## config.mk

```make
export PLATFORM = sky130hd
export DESIGN_NAME = pmg_top
export DESIGN_NICKNAME = d
export VERILOG_FILES = /design/src/pmg_pkg.sv /design/src/pmg_top.sv
export VERILOG_INCLUDE_DIRS = /design/src
export SDC_FILE = /design/constraint.sdc
export NUM_CORES = 1
export LEC_CHECK = 0
export ABC_AREA = 1
export BUFFER_PORTS_ARGS = -buffer_cell sky130_fd_sc_hd__buf_2
export CORE_ASPECT_RATIO = 0.6
export CORE_MARGIN = 4
export CORE_UTILIZATION = 64
export CTS_CLUSTER_SIZE = 16
export DETAILED_ROUTE_END_ITERATION = 6
export GPL_TIMING_DRIVEN = 0
export PLACE_DENSITY = 0.93
export REMOVE_ABC_BUFFERS = 1
export SYNTH_ARGS = -nofsm -noshare
export SYNTH_HDL_FRONTEND = slang
export SYNTH_SLANG_ARGS = --single-unit
```

## constraint.sdc

```tcl
create_clock -name clk -period 5.1 [get_ports clk]
set_input_delay 0 -clock clk [delete_from_list [all_inputs] [get_ports clk]]
set_output_delay 0 -clock clk [all_outputs]
set_load 0.05 [all_outputs]
```

## src/pmg_regs.svh

```systemverilog
// Register offsets, field positions, reset values and timing constants
`ifndef PMG_REGS_SVH
`define PMG_REGS_SVH

// Register offsets
`define PMG_ADDR_KEY          8'h0B
`define PMG_ADDR_STATUS       8'h0C
`define PMG_ADDR_PIN_CTRL     8'h0D
`define PMG_ADDR_BUCK_ONE     8'h0E

// Unlock key
`define PMG_KEY_UNLOCK        8'h7D
`define PMG_KEY_RESET         8'h00

// Status register bit positions
`define PMG_ST_RAIL_THREE     6
`define PMG_ST_RAIL_FOUR      5
`define PMG_ST_BUCK_ONE       4
`define PMG_ST_BUCK_TWO       3
`define PMG_ST_BUCK_THREE     2
`define PMG_ST_LINREG_ONE     1
`define PMG_ST_LINREG_TWO     0
`define PMG_STATUS_RESET      8'h00

// Pin control register fields
`define PMG_PC_MASK_ONE       3
`define PMG_PC_MASK_TWO       2
`define PMG_PC_DLY_HI         1
`define PMG_PC_DLY_LO         0
`define PMG_PC_WR_MASK        8'h0F
`define PMG_PIN_CTRL_RESET    8'h0C

// Buck one control fields
`define PMG_B1_ADJ            7
`define PMG_B1_CODE_HI        5
`define PMG_B1_CODE_LO        0
`define PMG_B1_WR_MASK        8'hBF

// Release delays in ms, clock rate in kHz
`define PMG_CLK_KHZ           125000
`define PMG_DLY0_MS           20
`define PMG_DLY1_MS           100
`define PMG_DLY2_MS           200
`define PMG_DLY3_MS           400
`define PMG_CNT_W             26
`define PMG_CNT_ZERO          26'h000_0000
`define PMG_CNT_ONE           26'h000_0001
`define PMG_BYTE_ZERO         8'h00

`endif

```

## src/pmg_pkg.sv

```systemverilog
// Types shared by the power-good and write-lock register block
package pmg_pkg;

    // Power-good pin sequencing states
    typedef enum logic [1:0] {
        PMG_PIN_LOW  = 2'b00,
        PMG_PIN_WAIT = 2'b01,
        PMG_PIN_HIGH = 2'b10
    } pmg_pin_state_type;

    typedef logic [7:0] pmg_byte_type;

endpackage

```

## src/pmg_top.sv

```systemverilog
// Power-good status, pin control and one-shot write-unlock registers
// Register port is transaction level: one strobe stands for one complete
// host transaction, so the key clear happens on the strobe that follows
// the key write, whatever that strobe addresses. A read of the key
// register counts as that following transaction and closes the lock.
// Protected writes that arrive while locked are dropped silently; the
// host learns of it only by reading the register back.
// The status register is rebuilt from the rail indications every cycle,
// so it lags the rails by one clock. The pin sequencer works on that
// registered copy, which keeps a glitch on one rail input from reaching
// the pin in the same cycle.
// Release delays are counted in clock cycles. The counter is wide enough
// for the longest setting at the nominal clock; a faster clock needs a
// wider counter or shorter delay settings.
// Changing the delay field while waiting takes effect at once.
`timescale 1ns/1ps
`include "pmg_regs.svh"

module pmg_top #(
    parameter int unsigned            DLY0_CYC      = `PMG_DLY0_MS * `PMG_CLK_KHZ,
    parameter int unsigned            DLY1_CYC      = `PMG_DLY1_MS * `PMG_CLK_KHZ,
    parameter int unsigned            DLY2_CYC      = `PMG_DLY2_MS * `PMG_CLK_KHZ,
    parameter int unsigned            DLY3_CYC      = `PMG_DLY3_MS * `PMG_CLK_KHZ,
    parameter logic [5:0]             BUCK_ONE_CODE = 6'h1E
) (
    input  wire logic                 clk,
    input  wire logic                 sys_rst,
    // Transaction-level register access, one strobe per bus transaction
    input  wire logic                 reg_wr,
    input  wire logic                 reg_rd,
    input  wire logic [7:0]           reg_addr,
    input  wire pmg_pkg::pmg_byte_type reg_wdata,
    output logic      [7:0]           reg_rdata,
    output logic                      reg_rvalid,
    // Analog regulation indications, high while in regulation, then the two load-switch settings
    input  wire logic                 rail_three_good,
    input  wire logic                 rail_four_good,
    input  wire logic                 buck_one_good,
    input  wire logic                 buck_two_good,
    input  wire logic                 buck_three_good,
    input  wire logic                 linreg_one_good,
    input  wire logic                 linreg_two_good,
    input  wire logic                 load_switch_one,
    input  wire logic                 load_switch_two,
    // Open-drain power-good pin
    output logic                      rails_ok_output,
    output logic                      rails_ok_oe_n,
    // Buck one settings towards the converter
    output logic                      buck_one_adjust_select,
    output logic      [5:0]           buck_one_voltage_code
);
    import pmg_pkg::*;

    logic [7:0]         unlock_key_value;
    logic [7:0]         next_unlock_key_value;
    logic [7:0]         rail_good_status;
    logic [7:0]         next_rail_good_status;
    logic [7:0]         good_pin_mask_delay;
    logic [7:0]         next_good_pin_mask_delay;
    logic [7:0]         buck_one_voltage_ctrl;
    logic [7:0]         next_buck_one_voltage_ctrl;
    logic [7:0]         next_reg_rdata;
    logic               next_reg_rvalid;
    logic               xact;
    logic               unlocked;
    logic               all_good;
    pmg_pin_state_type  pin_state;
    pmg_pin_state_type  next_pin_state;
    logic [`PMG_CNT_W-1:0] dly_cnt;
    logic [`PMG_CNT_W-1:0] next_dly_cnt;
    logic [`PMG_CNT_W-1:0] dly_target;
    logic               next_rails_ok_output;

    // Any strobe marks the end of a host transaction
    // A write and a read in one cycle is outside the contract
    assign xact     = reg_wr | reg_rd;
    assign unlocked = (unlock_key_value == `PMG_KEY_UNLOCK);

    // Key register: any transaction clears the armed key, a key write reloads it
    always_comb begin
        next_unlock_key_value = unlock_key_value;
        if (xact) begin
            next_unlock_key_value = `PMG_KEY_RESET;
        end
        if (reg_wr && reg_addr == `PMG_ADDR_KEY) begin
            next_unlock_key_value = reg_wdata; // Reload wins over the clear
        end
    end

    // Protected registers accept a write only as the next transaction after an unlock
    // Reserved bits are masked on the way in, so reads show them as zero
    // Writes to the status offset and to unmapped offsets fall through here
    always_comb begin
        next_good_pin_mask_delay   = good_pin_mask_delay;
        next_buck_one_voltage_ctrl = buck_one_voltage_ctrl;
        if (reg_wr && unlocked) begin
            if (reg_addr == `PMG_ADDR_PIN_CTRL) begin
                next_good_pin_mask_delay = reg_wdata & `PMG_PC_WR_MASK;
            end else if (reg_addr == `PMG_ADDR_BUCK_ONE) begin
                next_buck_one_voltage_ctrl = reg_wdata & `PMG_B1_WR_MASK;
            end
        end
    end

    // Status snapshot, rebuilt every cycle from the rail indications
    // Reserved bit 7 stays at zero from the reset constant
    // A rail set up as a load switch always reports good
    always_comb begin
        next_rail_good_status = `PMG_STATUS_RESET;
        next_rail_good_status[`PMG_ST_RAIL_THREE]  = rail_three_good | load_switch_one;
        next_rail_good_status[`PMG_ST_RAIL_FOUR]   = rail_four_good | load_switch_two;
        next_rail_good_status[`PMG_ST_BUCK_ONE]    = buck_one_good;
        next_rail_good_status[`PMG_ST_BUCK_TWO]    = buck_two_good;
        next_rail_good_status[`PMG_ST_BUCK_THREE]  = buck_three_good;
        next_rail_good_status[`PMG_ST_LINREG_ONE]  = linreg_one_good;
        next_rail_good_status[`PMG_ST_LINREG_TWO]  = linreg_two_good;
    end

    // Read path; unmapped offsets answer zero
    // Data is zero in cycles without a read, so a stray capture shows nothing
    always_comb begin
        next_reg_rvalid = reg_rd;
        next_reg_rdata  = `PMG_BYTE_ZERO;
        if (reg_rd) begin
            if (reg_addr == `PMG_ADDR_KEY) begin
                next_reg_rdata = unlock_key_value;
            end else if (reg_addr == `PMG_ADDR_STATUS) begin
                next_reg_rdata = rail_good_status;
            end else if (reg_addr == `PMG_ADDR_PIN_CTRL) begin
                next_reg_rdata = good_pin_mask_delay;
            end else if (reg_addr == `PMG_ADDR_BUCK_ONE) begin
                next_reg_rdata = buck_one_voltage_ctrl;
            end
        end
    end

    // Pin condition uses the registered status, so it lags the rails by one cycle
    always_comb begin
        all_good = rail_good_status[`PMG_ST_RAIL_THREE] & rail_good_status[`PMG_ST_RAIL_FOUR]
                 & rail_good_status[`PMG_ST_BUCK_ONE] & rail_good_status[`PMG_ST_BUCK_TWO]
                 & rail_good_status[`PMG_ST_BUCK_THREE]
                 & (rail_good_status[`PMG_ST_LINREG_ONE]
                    | good_pin_mask_delay[`PMG_PC_MASK_ONE])
                 & (rail_good_status[`PMG_ST_LINREG_TWO]
                    | good_pin_mask_delay[`PMG_PC_MASK_TWO]);
    end

    // Delay selection from the two-bit field
    // Parameters are cut to the counter width; keep them below its range
    always_comb begin
        case (good_pin_mask_delay[`PMG_PC_DLY_HI:`PMG_PC_DLY_LO])
            2'b00:   dly_target = DLY0_CYC[`PMG_CNT_W-1:0];
            2'b01:   dly_target = DLY1_CYC[`PMG_CNT_W-1:0];
            2'b10:   dly_target = DLY2_CYC[`PMG_CNT_W-1:0];
            default: dly_target = DLY3_CYC[`PMG_CNT_W-1:0];
        endcase
    end

    // Pin sequencer: hold low, count steady good, then release
    // Any drop during the wait restarts the count from scratch
    // Counter starts at one on entry so the release lands on the target
    always_comb begin
        next_pin_state       = pin_state;
        next_dly_cnt         = dly_cnt;
        next_rails_ok_output = 1'b0;
        case (pin_state)
            PMG_PIN_LOW: begin
                next_dly_cnt = `PMG_CNT_ZERO;
                if (all_good) begin
                    next_pin_state = PMG_PIN_WAIT;
                    next_dly_cnt   = `PMG_CNT_ONE;
                end
            end
            PMG_PIN_WAIT: begin
                if (!all_good) begin
                    next_pin_state = PMG_PIN_LOW;
                    next_dly_cnt   = `PMG_CNT_ZERO;
                end else if (dly_cnt >= dly_target) begin
                    next_pin_state       = PMG_PIN_HIGH;
                    next_rails_ok_output = 1'b1;
                end else begin
                    next_dly_cnt = dly_cnt + `PMG_CNT_ONE;
                end
            end
            PMG_PIN_HIGH: begin
                // A drop pulls the pin at once; no filtering on the way down
                if (all_good) begin
                    next_rails_ok_output = 1'b1;
                end else begin
                    next_pin_state = PMG_PIN_LOW;
                    next_dly_cnt   = `PMG_CNT_ZERO;
                end
            end
            default: begin
                next_pin_state = PMG_PIN_LOW;
                next_dly_cnt   = `PMG_CNT_ZERO;
            end
        endcase
    end

    // Key register; power-up leaves the protected registers locked
    always_ff @(posedge clk) begin
        if (sys_rst) begin
            unlock_key_value <= `PMG_KEY_RESET;
        end else begin
            unlock_key_value <= next_unlock_key_value;
        end
    end

    // Protected registers; the buck one reset code depends on the variant
    always_ff @(posedge clk) begin
        if (sys_rst) begin
            good_pin_mask_delay   <= `PMG_PIN_CTRL_RESET;
            buck_one_voltage_ctrl <= {2'b00, BUCK_ONE_CODE};
        end else begin
            good_pin_mask_delay   <= next_good_pin_mask_delay;
            buck_one_voltage_ctrl <= next_buck_one_voltage_ctrl;
        end
    end

    // Status snapshot register; reads zero through reset
    always_ff @(posedge clk) begin
        if (sys_rst) begin
            rail_good_status <= `PMG_STATUS_RESET;
        end else begin
            rail_good_status <= next_rail_good_status;
        end
    end

    // Read answer registers, one cycle after the strobe
    always_ff @(posedge clk) begin
        if (sys_rst) begin
            reg_rdata  <= `PMG_BYTE_ZERO;
            reg_rvalid <= 1'b0;
        end else begin
            reg_rdata  <= next_reg_rdata;
            reg_rvalid <= next_reg_rvalid;
        end
    end

    // Pin sequencer state and its delay counter
    always_ff @(posedge clk) begin
        if (sys_rst) begin
            pin_state <= PMG_PIN_LOW;
            dly_cnt   <= `PMG_CNT_ZERO;
        end else begin
            pin_state <= next_pin_state;
            dly_cnt   <= next_dly_cnt;
        end
    end

    // Pin drive; the enable follows the level, so the pin is driven only low
    always_ff @(posedge clk) begin
        if (sys_rst) begin
            rails_ok_output <= 1'b0;
            rails_ok_oe_n   <= 1'b0;
        end else begin
            rails_ok_output <= next_rails_ok_output;
            rails_ok_oe_n   <= next_rails_ok_output; // Low while pulling the pin
        end
    end

    // Buck one outputs, loaded from the next value to move with the register
    always_ff @(posedge clk) begin
        if (sys_rst) begin
            buck_one_adjust_select <= 1'b0;
            buck_one_voltage_code  <= BUCK_ONE_CODE;
        end else begin
            buck_one_adjust_select <= next_buck_one_voltage_ctrl[`PMG_B1_ADJ];
            buck_one_voltage_code  <= next_buck_one_voltage_ctrl[`PMG_B1_CODE_HI:`PMG_B1_CODE_LO];
        end
    end

endmodule

```

Word-level counts from Yosys, hierarchy flattened
Cells that the tools add are included.
Storage, ports and cells
  output and inout bits: 18
  input bits: 29
  word-level logic and storage cells: 72
  register bits after elaboration: 72
Cells by class
  $add $sub $neg: 1
  equal/unequal tests: 13
  $lt $le $gt $ge: 1
  bitwise logic cells: 12
  reductions and logical operators: 9
  mux-type cells: 24
Operator list (number)
  26-bit case mux with 3 select lines: 2
  26-bit 2-to-1 mux: 3
  8-bit 2-to-1 mux: 9
  8-bit by 4-bit equality test with 1-bit output, second input constant: 4
  26-bit by 1-bit adder with 26-bit output, second input constant: 1
  26-bit greater-or-equal comparator: 1
  8-bit by 7-bit equality test with 1-bit output, second input constant: 1
  2-bit 2-to-1 mux: 4
  1-bit bitwise AND: 6
  3-bit != test, second input constant: 2
  2-bit case mux with 3 select lines: 1
  1-bit OR: 5
  2-bit by 1-bit equality test with 1-bit output, second input constant: 2
  2-bit equality test, second input constant: 2
  2-bit logical NOT: 2
  1-bit 2-to-1 mux: 4
  2-bit != test, second input constant: 2
  2-bit AND reduction: 2
  3-bit AND reduction: 1
  1-bit logical AND: 2
  1-bit case mux with 2 select lines: 1
  2-bit nonzero test: 1
  2-bit OR reduction: 1
  1-bit NOT: 1

Depth between registers and ports, before layout
Gate-level depths: netlist (run 1).
  word-level depth: 8
  mapped depth: 18
  mapped depth without buffers: 18

Worst setup path after synthesis (run 1)
OpenSTA, ideal clock, no wires.
  path kind: reg-to-reg
  start: register good_pin_mask_delay[1]
  end: register dly_cnt[13]
  period minus slack after synthesis: 2.298 ns
  arrival: 2.155 ns
  buffers on the path: 1
  path slack: 2.802 ns
  data required time: 4.957 ns
  setup time: 0.143 ns
  cell stages (with the launch flop): 19
  cells stage by stage: dfxtp_1 inv_1 ha_1 inv_1 ha_1 nand2_1 nor2_1 nand2_1 nor2_1 nand3_1 nand2_1 nor2_2 nand3_2 nand2_4 nand2_4 inv_6 buf_12 nand2_2 a21oi_2
Between the ends
  longest elaborated chain between the ends: 5
  elaborated cells on any way between the ends: 7
  classes of those cells: order compare (1); eq/ne (3); mux (1); reduce/logical (2)
Ends and longest elaborated chain
  start: declaration: RTL line pmg_top.sv:58  | logic [7:0] good_pin_mask_delay;
  start signal: assignment: RTL line pmg_top.sv:213  | good_pin_mask_delay <= `PMG_PIN_CTRL_RESET;
  start signal: assignment: RTL line pmg_top.sv:216  | good_pin_mask_delay <= next_good_pin_mask_delay;
  2-bit equality test, or another cell as far along: RTL line pmg_top.sv:151  | case (good_pin_mask_delay[`PMG_PC_DLY_HI:`PMG_PC_DLY_LO])
  26-bit case mux with 3 select lines *: RTL line pmg_top.sv:151
  26-bit greater-or-equal comparator *: RTL line pmg_top.sv:178  | end else if (dly_cnt >= dly_target) begin
  3-bit != test (no source line) *
  2-bit AND reduction (no source line) *
  end signal: assignment: RTL line pmg_top.sv:245  | dly_cnt <= `PMG_CNT_ZERO;
  end signal: assignment: RTL line pmg_top.sv:248  | dly_cnt <= next_dly_cnt;
  end: declaration: RTL line pmg_top.sv:69  | logic [`PMG_CNT_W-1:0] dly_cnt;
Mark *: on every way between the ends. The rest lies on a longest branch, timed or not.
A chain may end at the register's enable or synchronous reset.

Worst setup path in the final report (run 1)
  start: register good_pin_mask_delay[1]
  end: register dly_cnt[22]
Same word-level chain as after synthesis.

==> results of run 1 <==
## sequential cells by signal, indices dropped and copies added, names as in the netlist
name / flops
reg_rdata: 8
reg_rvalid: 1
good_pin_mask_delay: 4
dly_cnt: 26
pin_state: 2
rail_good_status: 7
buck_one_voltage_ctrl: 7
rails_ok_oe_n: 1
unlock_key_value: 8
## power breakdown
part / internal, mW / leakage [nW] / total, mW / switching [mW]
registers: 0.504 / 0.518 / 0.507 / 0.00266
clock network: 0.250 / 0.101 / 0.459 / 0.209
logic: 0.0226 / 1.35 / 0.0538 / 0.0312
## routing by layer
| metal | vias to the layer above | global-route usage | share of wire |
|---|---|---|---|
| li1 | 2028 | - | - |
| met1 | 1943 | 0.461 | 0.42 |
| met2 | 295 | 0.452 | 0.41 |
| met3 | 47 | 0.130 | 0.15 |
| met4 | 0 | 0.0850 | 0.022 |
| met5 | - | 0 | 0 |
## worst max-delay path by stage
stage	from	endpoint	slack, ns
floorplan	good_pin_mask_delay[1]$_SDFFE_PP0P_	dly_cnt[20]$_SDFFE_PP0P_	2.73
global placement	good_pin_mask_delay[1]$_SDFFE_PP0P_	dly_cnt[18]$_SDFFE_PP0P_	2.26
detailed placement	good_pin_mask_delay[1]$_SDFFE_PP0P_	dly_cnt[21]$_SDFFE_PP0P_	2.17
CTS	good_pin_mask_delay[1]$_SDFFE_PP0P_	dly_cnt[21]$_SDFFE_PP0P_	2.14
global route	good_pin_mask_delay[1]$_SDFFE_PP0P_	dly_cnt[3]$_SDFFE_PP0P_	1.88
finish	good_pin_mask_delay[1]$_SDFFE_PP0P_	dly_cnt[22]$_SDFFE_PP0P_	2.04
## metrics by stage
stage	setup WS, ns	total power [mW]	hold slack [ns]
after CTS	2.14	1.02	0.0184
after global routing	1.88	1.05	0.0557
after global placement	2.26	0.557	0.213
after floorplan	2.73	0.534	0.0624
after detailed placement	2.17	0.558	0.205
final	2.04	1.02	0.0681
## worst max-delay path: stages, from the launching register on
cell,delay [ns]
dfxtp_1,0.54
inv_1,0.22
ha_1,0.31
ha_1,0.34
inv_1,0.05
nor2_1,0.12
nand3_1,0.11
nor2_2,0.19
nand3_1,0.11
nand2_1,0.10
nor2_2,0.06
nand3_2,0.09
nand2_4,0.09
nand2_4,0.25
inv_6,0.17
nand2_2,0.10
a21oi_2,0.05
## cell type report
class / count / area [um2]
Clock buffer: 11 / 151
Clock inverter: 5 / 55.1
Fill cell: 447 / 1460
Inverter: 83 / 317
Multi-Input combinational cell: 425 / 2370
Sequential cell: 64 / 1280
Tap cell: 84 / 105
Timing Repair Buffer: 63 / 400
## cell families after synthesis
| logic type | Yosys count | share of synthesized area |
|---|---|---|
| fa+ha+maj | 26 | 0.0797 |
| simple gates | 313 | 0.351 |
| buf+inv | 98 | 0.105 |
| flops | 64 | 0.314 |
| compound gates | 74 | 0.124 |
| xor+xnor | 12 | 0.0258 |
## layout by cell type (no fill, tap or decap), types with 20 or more instances in the layout
cell type / n
nor3_1: 21
nand3_1: 37
nand4_1: 20
ha_1: 26
nor2_1: 63
a21oi_1: 25
buf_2: 46
nand2_1: 132
inv_1: 78
dfxtp_1: 64
## timing repair
| action | 4_1_cts | 5_1_grt |
|---|---|---|
| resized for setup | 0 | 0 |
| setup endpoints to repair | 0 | 0 |
| hold buffers | 17 | 0 |
| endpoints found under the hold margin | 26 | 0 |
==> out/qor.txt, run 1 <==
Run status -> finished clean
Worst reg2reg startpoint -> good_pin_mask_delay[1]$_SDFFE_PP0P_
Placer Congestion -> 1.08
Fmax -> 327 MHz
Depth of the worst hold-timing path -> 3
Num rows -> 22
Remaining global-route overflow -> 0
Sequential cell area fraction in the yosys report -> 0.314
Number of enable-type register cells in the synthesized netlist -> 0
Slew at the pin closest to its max-slew limit -> 0.941 ns
Final Hold Viols -> 0
Via count of the first global-routing pass -> 4006
Proportion of synthesized flip-flops having asynchronous set or reset -> 0
Total clock buffers created by CTS -> 9
Capture endpoint of the worst hold path -> reg_rdata[3]$_SDFF_PP0_
Finished layout cell area -> 4680 um2
Post-detailed-route DRC marker count -> 0
Worst endpoint required time -> 5.30 ns
Post-synthesis cell type count -> 45
Maximum level of the CTS H-tree -> 3
Flop2flop setup slack -> 2.04 ns
Final Critical Period -> 3.06 ns
Post-Place Cells -> 702
Total of warnings raised by yosys -> 0
Finished Layout Cells -> 735
Pre-Repair DR Iteration Count -> 7
Post-DR vias/cell -> 5.87
Critical path peak fanout -> 23
Clock tree root buffer cell -> clkbuf_8
Number of top-level design ports -> 47
# port buffers -> 46
R2R Path End -> dly_cnt[22]$_SDFFE_PP0P_
Clock latency on the worst-skew pair -> 0.36 ns
Initial Utilization -> 0.665
Pin count of the biggest net entering global routing -> 40
Placeable Area -> 6140 um2
Die area -> 7760 um2
Antenna violations before repair -> 0
Relative area change from synthesis to final layout -> 14.7%
Relative slew slack -> 0.373
Static Leakage -> 1.97 nW
Commonest cells in the synthesized netlist -> nand2_1 (132), inv_1 (78), dfxtp_1 (64)
Post-Place Cell Area -> 4300 um2
GRT Util Overall -> 0.323
Antenna cell count -> 0
Number of vias after detailed routing -> 4313
Top-count cell post-synth -> nand2_1
Max-slew violation count -> 0
Die Ht -> 69.9 um
Postcts setup bufs -> 0
Chip Width -> 111 um
Post-route fraction of the period consumed by the critical path -> 0.600
RSZ-0062 raised after global routing -> no
Layout cells sized above 1 -> 0.181
Cell depth of the worst flop-to-flop path -> 16
Number of nets at the end of the flow -> 701
Cell taking the most area after synthesis -> dfxtp_1
Power per Cell Area -> 218 nW/um2
Most used flip-flop cell after synthesis -> dfxtp_1
Leading cell types by total area after synthesis -> dfxtp_1 (31%), nand2_1 (12%), ha_1 (8.0%)
Initial detailed-routing violation count -> 528
Overall routed net length -> 12.5 mm
Mean instance size in the synthesized netlist -> 6.95 um2
Endpoint kind of the worst setup timing path -> register
Type of the setup path with the least slack -> reg2reg
Path class of the lowest-slack min-delay path -> in2reg
Clock tree from TritonCTS -> yes
Number of clock sinks -> 64
Max-cap violations -> 0
Antenna Violating Nets Remaining -> 0
HPWL Detailed -> 8.84 mm
Clock transition at path regs -> 0.08 ns
Final setup fails -> 0
Nature of the critical path startpoint -> register
Setup TNS after final layout -> 0 ns
Post-synthesis cell area -> 4080 um2
Average detailed-routed wire length per instance -> 17.0 um
Utilization after layout -> 0.762
Arrival @ worst endpoint -> 3.26 ns
Peak supply drop -> 0.223 mV
HP Start -> reg_rd
Maximum clock insertion buffer count -> 2
Post-synthesis sequential element count -> 64
Fraction of synthesized cell area taken by the top area cell type -> 0.314
First-pass GRT wire length -> 20.2 mm
Mapped Cells -> 587
Max Clock Skew -> 0.0104 ns
(Power assumes the default switching activity.)
==> inputs of run 2 (changes only) <==
- CORE_UTILIZATION: 64 -> 59
- PLACE_DENSITY: 0.93 -> 0.87
- clock period: 5.1 -> 3.1 ns (I/O delays scaled with it)
==> run 2 against run 1 <==
Worst setup slack worse by 1.8 ns. Clock skew is 0.0023 ns lower. Routed wire length is 4.6% lower. Critical endpoint is now dly_cnt[20]$_SDFFE_PP0P_. Largest cell class unchanged. Highest routed layer unchanged.
==> out/qor.txt, run 2 (synthesis results as in run 1) <==
Leading cell type in the layout, fill and taps excluded -> nand2_1
Worst path max stage delay -> 0.46 ns
Layout cells sized above 1 -> 0.181
Cells along the critical path -> inv_1 -> ha_1 -> inv_1 -> ha_1 -> a21oi_1 -> o21ai_0 -> nand2_1 -> nand3_1 -> nand2_1 -> nand3_2 -> nand2_4 -> nand2_8 -> inv_8 -> nand2_1 -> nand2_1 -> nor2_1
Run status -> finished clean
Internal power contribution -> 1.48 mW
Post-route fraction of the period consumed by the critical path -> 0.912
Worst endpoint required time -> 3.33 ns
Placer Congestion -> 1.02
Remaining global-route overflow -> 0
Initial Utilization -> 0.609
Share of total power in sequential cells -> 0.436
Max-slew violation count -> 0
Top library cells by usage in the layout, fill and taps aside -> nand2_1 (132), inv_1 (78), nor2_1 (63), dfxtp_1 (63), buf_2 (46)
Post-layout worst setup margin -> 0.272 ns
Number of clock sinks -> 64
Flip-flop count of the largest register after layout -> 26
Number of top-level design ports -> 47
Placeable Area -> 6710 um2
Critical path's most frequent cell -> nand2_1
Depth of the worst hold-timing path -> 3
Critical path peak fanout -> 23
Max Clock Skew -> 0.00812 ns
Clk pwr share -> 0.518
Relative slew slack -> 0.366
Post-detailed-route DRC marker count -> 0
Max-cap violations -> 0
RSZ-0062 raised after global routing -> no
Nature of the critical path startpoint -> register
Antenna Violating Nets Remaining -> 0
Maximum level of the CTS H-tree -> 3
Post-DR vias/cell -> 5.75
Final setup fails -> 0
Path class of the lowest-slack min-delay path -> in2reg
Cell depth of the worst flop-to-flop path -> 16
GR Layer Usage met1 -> 0.442
Num rows -> 23
Flop2flop setup slack -> 0.27 ns
Die area -> 8360 um2
Met2 Usage GRT -> 0.401
Psw -> 0.426 mW
Launching instance or port of the critical path -> good_pin_mask_delay[1]$_SDFFE_PP0P_
Die Ht -> 72.4 um
Antenna cell count -> 0
Relative area change from synthesis to final layout -> 17.1%
Maximum clock insertion buffer count -> 2
Endpoint kind of the worst setup timing path -> register
Routing layer with the top usage in global route -> met1
Final Hold Viols -> 0
Portion of total power attributed to combinational logic -> 0.045
HPWL Detailed -> 8.83 mm
R2R Path End -> dly_cnt[20]$_SDFFE_PP0P_
Power per Cell Area -> 400 nW/um2
M3 GR Usage -> 0.100
Via count of the first global-routing pass -> 3808
Clock latency on the worst-skew pair -> 0.34 ns
Number of nets at the end of the flow -> 701
First-pass GRT wire length -> 19.0 mm
Sw Share -> 0.223
Clock tree root buffer cell -> clkbuf_16
Capture endpoint of the worst hold path -> reg_rdata[7]$_SDFF_PP0_
Type of the setup path with the least slack -> reg2reg
Clock tree from TritonCTS -> yes
Antenna violations before repair -> 0
Final Critical Period -> 2.83 ns
Pre-Repair DR Iteration Count -> 5
Register ranked first by flip-flop count -> dly_cnt
Setup WS pre-CTS -> 0.0739 ns
Worst reg2reg startpoint -> good_pin_mask_delay[1]$_SDFFE_PP0P_
Static Leakage -> 2.01 nW
HP Start -> reg_rd
Initial detailed-routing violation count -> 418
Chip Width -> 115 um
Fmax -> 354 MHz
# port buffers -> 46
Slew at the pin closest to its max-slew limit -> 0.952 ns
Arrival @ worst endpoint -> 3.06 ns
Largest registers -> dly_cnt x26, reg_rdata x8, unlock_key_value x8
Total clock buffers created by CTS -> 9
Peak supply drop -> 0.332 mV
Setup TNS after final layout -> 0 ns
Clock transition at path regs -> 0.05 ns
Slowest cell on the critical path -> dfxtp_2
GRT Util Overall -> 0.296
Postcts setup bufs -> 0
Number of vias after detailed routing -> 4244
Average detailed-routed wire length per instance -> 16.2 um
Overall routed net length -> 11.9 mm
Pin count of the biggest net entering global routing -> 40
run 2: how the worst max path moves through the flow:
stage,end,slack [ns],cells past startpoint
2_1_floorplan,dly_cnt[20]$_SDFFE_PP0P_,0.73,18
3_3_place_gp,dly_cnt[20]$_SDFFE_PP0P_,0.14,16
3_5_place_dp,dly_cnt[20]$_SDFFE_PP0P_,0.07,16
4_1_cts,dly_cnt[20]$_SDFFE_PP0P_,0.007,16
5_1_grt,dly_cnt[20]$_SDFFE_PP0P_,0.06,16
6_report,dly_cnt[20]$_SDFFE_PP0P_,0.27,16
run 2: per-layer routing:
layer	wire length [um]	vias up
met1	5680	1966
met3	1450	19
met4	163	0
met2	4630	224
li1	-	2035
met5	0	-
run 2: timing repair:
item	4_1_cts	5_1_grt
hold endpoints to repair	26	0
endpoints found under the setup margin	0	23
hold buffers	17	0
gates resized for setup	0	3
run 2: stage by stage:
step                      total power [mW]  cell area [um2]  utilization  hold slack [ns]  std cells
after CTS                             1.92             4770        0.711           0.0333        738
final                                 1.91             4780        0.713           0.0597        738
after global routing                  1.96             4780        0.713           0.0527        738
after global placement               0.916             4310        0.642            0.213        705
after detailed placement             0.918             4310        0.642            0.213        705
after floorplan                      0.879             3970            -           0.0624        572
run 2: power groups by stage:
stage          Clock [mW]  Combinational, mW  Sequential, mW
2_1_floorplan           0             0.0250           0.854
3_3_place_gp            0             0.0647           0.852
3_5_place_dp            0             0.0669           0.852
4_1_cts              1.00             0.0844           0.834
5_1_grt              1.03             0.0941           0.834
6_report            0.990             0.0866           0.834
run 2: critical path: cells and delay by family, from the launching register on:
family                     cells  cell delay, ns
and+or+nand+nor                9            0.91
adders and majority gates      2            0.64
DFF                            1            0.46
buffers and inverters          3            0.45
AOI/OAI and AO/OA              2            0.23
run 2: area by class of cell:
class                           count  area, um2
Clock buffer                       10        229
Inverter                           83        319
Sequential cell                    64       1280
Timing Repair Buffer               63        400
Tap cell                           87        109
Clock inverter                      6       60.1
Multi-Input combinational cell    425       2380
Fill cell                         547       1930
==> inputs of run 3 (changes only) <==
- CORE_ASPECT_RATIO: 0.6 -> default
- CORE_UTILIZATION: 59 -> 40
- PLACE_DENSITY: 0.87 -> 0.65
==> run 3 against run 2 <==
Sequential power about the same. Worst setup slack improved by 0.018 ns. Largest cell class unchanged. Total power decreased by 7.6%. Clock power decreased by 14%. Final cell count increased by 6.2%.
==> out/qor.txt, run 3 (synthesis results as in run 1) <==
Relative slew slack -> 0.347
Pre-Repair DR Iteration Count -> 5
Clock tree from TritonCTS -> yes
Internal power contribution -> 1.33 mW
Antenna Violating Nets Remaining -> 0
RSZ-0062 raised after global routing -> no
Placeable Area -> 9860 um2
Type of the setup path with the least slack -> reg2reg
Num rows -> 36
Antenna cell count -> 0
Slew at the pin closest to its max-slew limit -> 0.979 ns
Endpoint kind of the worst setup timing path -> register
Antenna violations before repair -> 0
Placer Congestion -> 0.907
Post-detailed-route DRC marker count -> 0
Arrival @ worst endpoint -> 3.11 ns
Post-route fraction of the period consumed by the critical path -> 0.906
Post-DR vias/cell -> 5.11
Launching instance or port of the critical path -> good_pin_mask_delay[1]$_SDFFE_PP0P_
Largest registers -> dly_cnt x26, reg_rdata x8, unlock_key_value x8
Final Critical Period -> 2.81 ns
Top library cells by usage in the layout, fill and taps aside -> nand2_1 (132), inv_1 (78), nor2_1 (63), dfxtp_1 (63), buf_2 (46)
Critical path peak fanout -> 23
Worst endpoint required time -> 3.40 ns
Maximum clock insertion buffer count -> 2
Final setup fails -> 0
Chip Width -> 109 um
Remaining global-route overflow -> 0
Total clock buffers created by CTS -> 9
Flip-flop count of the largest register after layout -> 26
Path class of the lowest-slack min-delay path -> in2reg
Sw Share -> 0.248
Max Clock Skew -> 0.0147 ns
HP Start -> reg_addr[0]
First-pass GRT wire length -> 18.7 mm
Final Hold Viols -> 0
Share of total power in sequential cells -> 0.472
Peak supply drop -> 0.176 mV
Setup TNS after final layout -> 0 ns
Layout cells sized above 1 -> 0.183
Psw -> 0.438 mW
Number of top-level design ports -> 47
Portion of total power attributed to combinational logic -> 0.048
Maximum level of the CTS H-tree -> 3
Initial Utilization -> 0.414
Die area -> 11900 um2
Fmax -> 356 MHz
Leading cell type in the layout, fill and taps excluded -> nand2_1
Register ranked first by flip-flop count -> dly_cnt
Via count of the first global-routing pass -> 3918
GRT Util Overall -> 0.199
HPWL Detailed -> 8.00 mm
Number of vias after detailed routing -> 4010
Clock tree root buffer cell -> clkbuf_8
Power per Cell Area -> 371 nW/um2
Clock transition at path regs -> 0.08 ns
# port buffers -> 46
Number of nets at the end of the flow -> 701
Utilization after layout -> 0.483
Run status -> finished clean
Average detailed-routed wire length per instance -> 14.0 um
Max-slew violation count -> 0
Max-cap violations -> 0
Static Leakage -> 1.98 nW
Worst reg2reg startpoint -> good_pin_mask_delay[1]$_SDFFE_PP0P_
Nature of the critical path startpoint -> register
Die Ht -> 109 um
Pwr Total -> 1.77 mW
Postcts setup bufs -> 0
Overall routed net length -> 11.0 mm
Clk pwr share -> 0.480
Initial detailed-routing violation count -> 259
Relative area change from synthesis to final layout -> 16.7%
Number of clock sinks -> 64
Clock latency on the worst-skew pair -> 0.35 ns
Pin count of the biggest net entering global routing -> 40
[run 3: cell types whose count changed in the layout (fill, tap and decap cells not counted), moves of 2 or more]
cell	before	now
clkinv_4	0	2
inv_6	0	3
clkbuf_8	0	9
clkbuf_16	9	0
clkinv_2	3	0
[run 3: final timing paths]
| kind | endpoint | slack [ns] | depth (start not counted) |
|---|---|---|---|
| setup / recovery | dly_cnt[20]$_SDFFE_PP0P_ | 0.29 | 15 |
| hold / removal | reg_rdata[2]$_SDFF_PP0_ | 0.04 | 4 |
| setup reg to reg | dly_cnt[20]$_SDFFE_PP0P_ | 0.29 | 15 |
| hold reg to reg | unlock_key_value[6]$_SDFFE_PP0P_ | 0.47 | 2 |
[run 3: stage by stage]
step                      cell area, um2  worst slack, ns  hold WS [ns]  cells
after floorplan                     3970            0.729        0.0624    572
after global placement              4360            0.209         0.205    751
after detailed placement            4360            0.177         0.210    751
after CTS                           4760            0.142        0.0144    784
after global routing                4760          0.00721        0.0643    784
final                               4760            0.290        0.0352    784
[run 3: metal layers]
layer / wire length (um) / up-vias / GRT usage
met5: 0 / - / 0
met2: 5070 / 132 / 0.336
met3: 701 / 17 / 0.0314
met4: 151 / 0 / 0.0541
li1: - / 2028 / -
met1: 5040 / 1833 / 0.263
[run 3: final cells by class]
| class | count | area [um2] |
|---|---|---|
| fillers | 1003 | 5100 |
| multi-input cells | 425 | 2370 |
| flip-flops and latches | 64 | 1280 |
| repair buffers | 63 | 400 |
| inverters | 83 | 317 |
| well taps | 133 | 166 |
| clock buffers | 9 | 124 |
| clock inverters | 7 | 103 |
[run 3: timing repair]
action,4_1_cts,5_1_grt
resized for setup,0,1
hold endpoints to repair,26,0
hold buffers,17,0
endpoints found under the setup margin,0,22
[run 3: critical path: stages (launching register included)]
cell	delay, ns
dfxtp_2	0.44
inv_1	0.17
ha_1	0.30
ha_1	0.34
inv_1	0.05
nor2_1	0.09
nand3_1	0.09
nor2_2	0.17
nand4_1	0.18
nand3_2	0.15
nand2_4	0.09
nand2_4	0.26
inv_6	0.17
nand2_1	0.09
nand2_1	0.05
nor2_1	0.09
[run 3: power by group through the flow]
stage | logic, mW | registers [mW] | clock network [mW]
3_5_place_dp | 0.0667 | 0.853 | 0
4_1_cts | 0.0831 | 0.833 | 0.864
2_1_floorplan | 0.0250 | 0.854 | 0
5_1_grt | 0.0944 | 0.834 | 0.896
3_3_place_gp | 0.0660 | 0.852 | 0
6_report | 0.0839 | 0.833 | 0.848
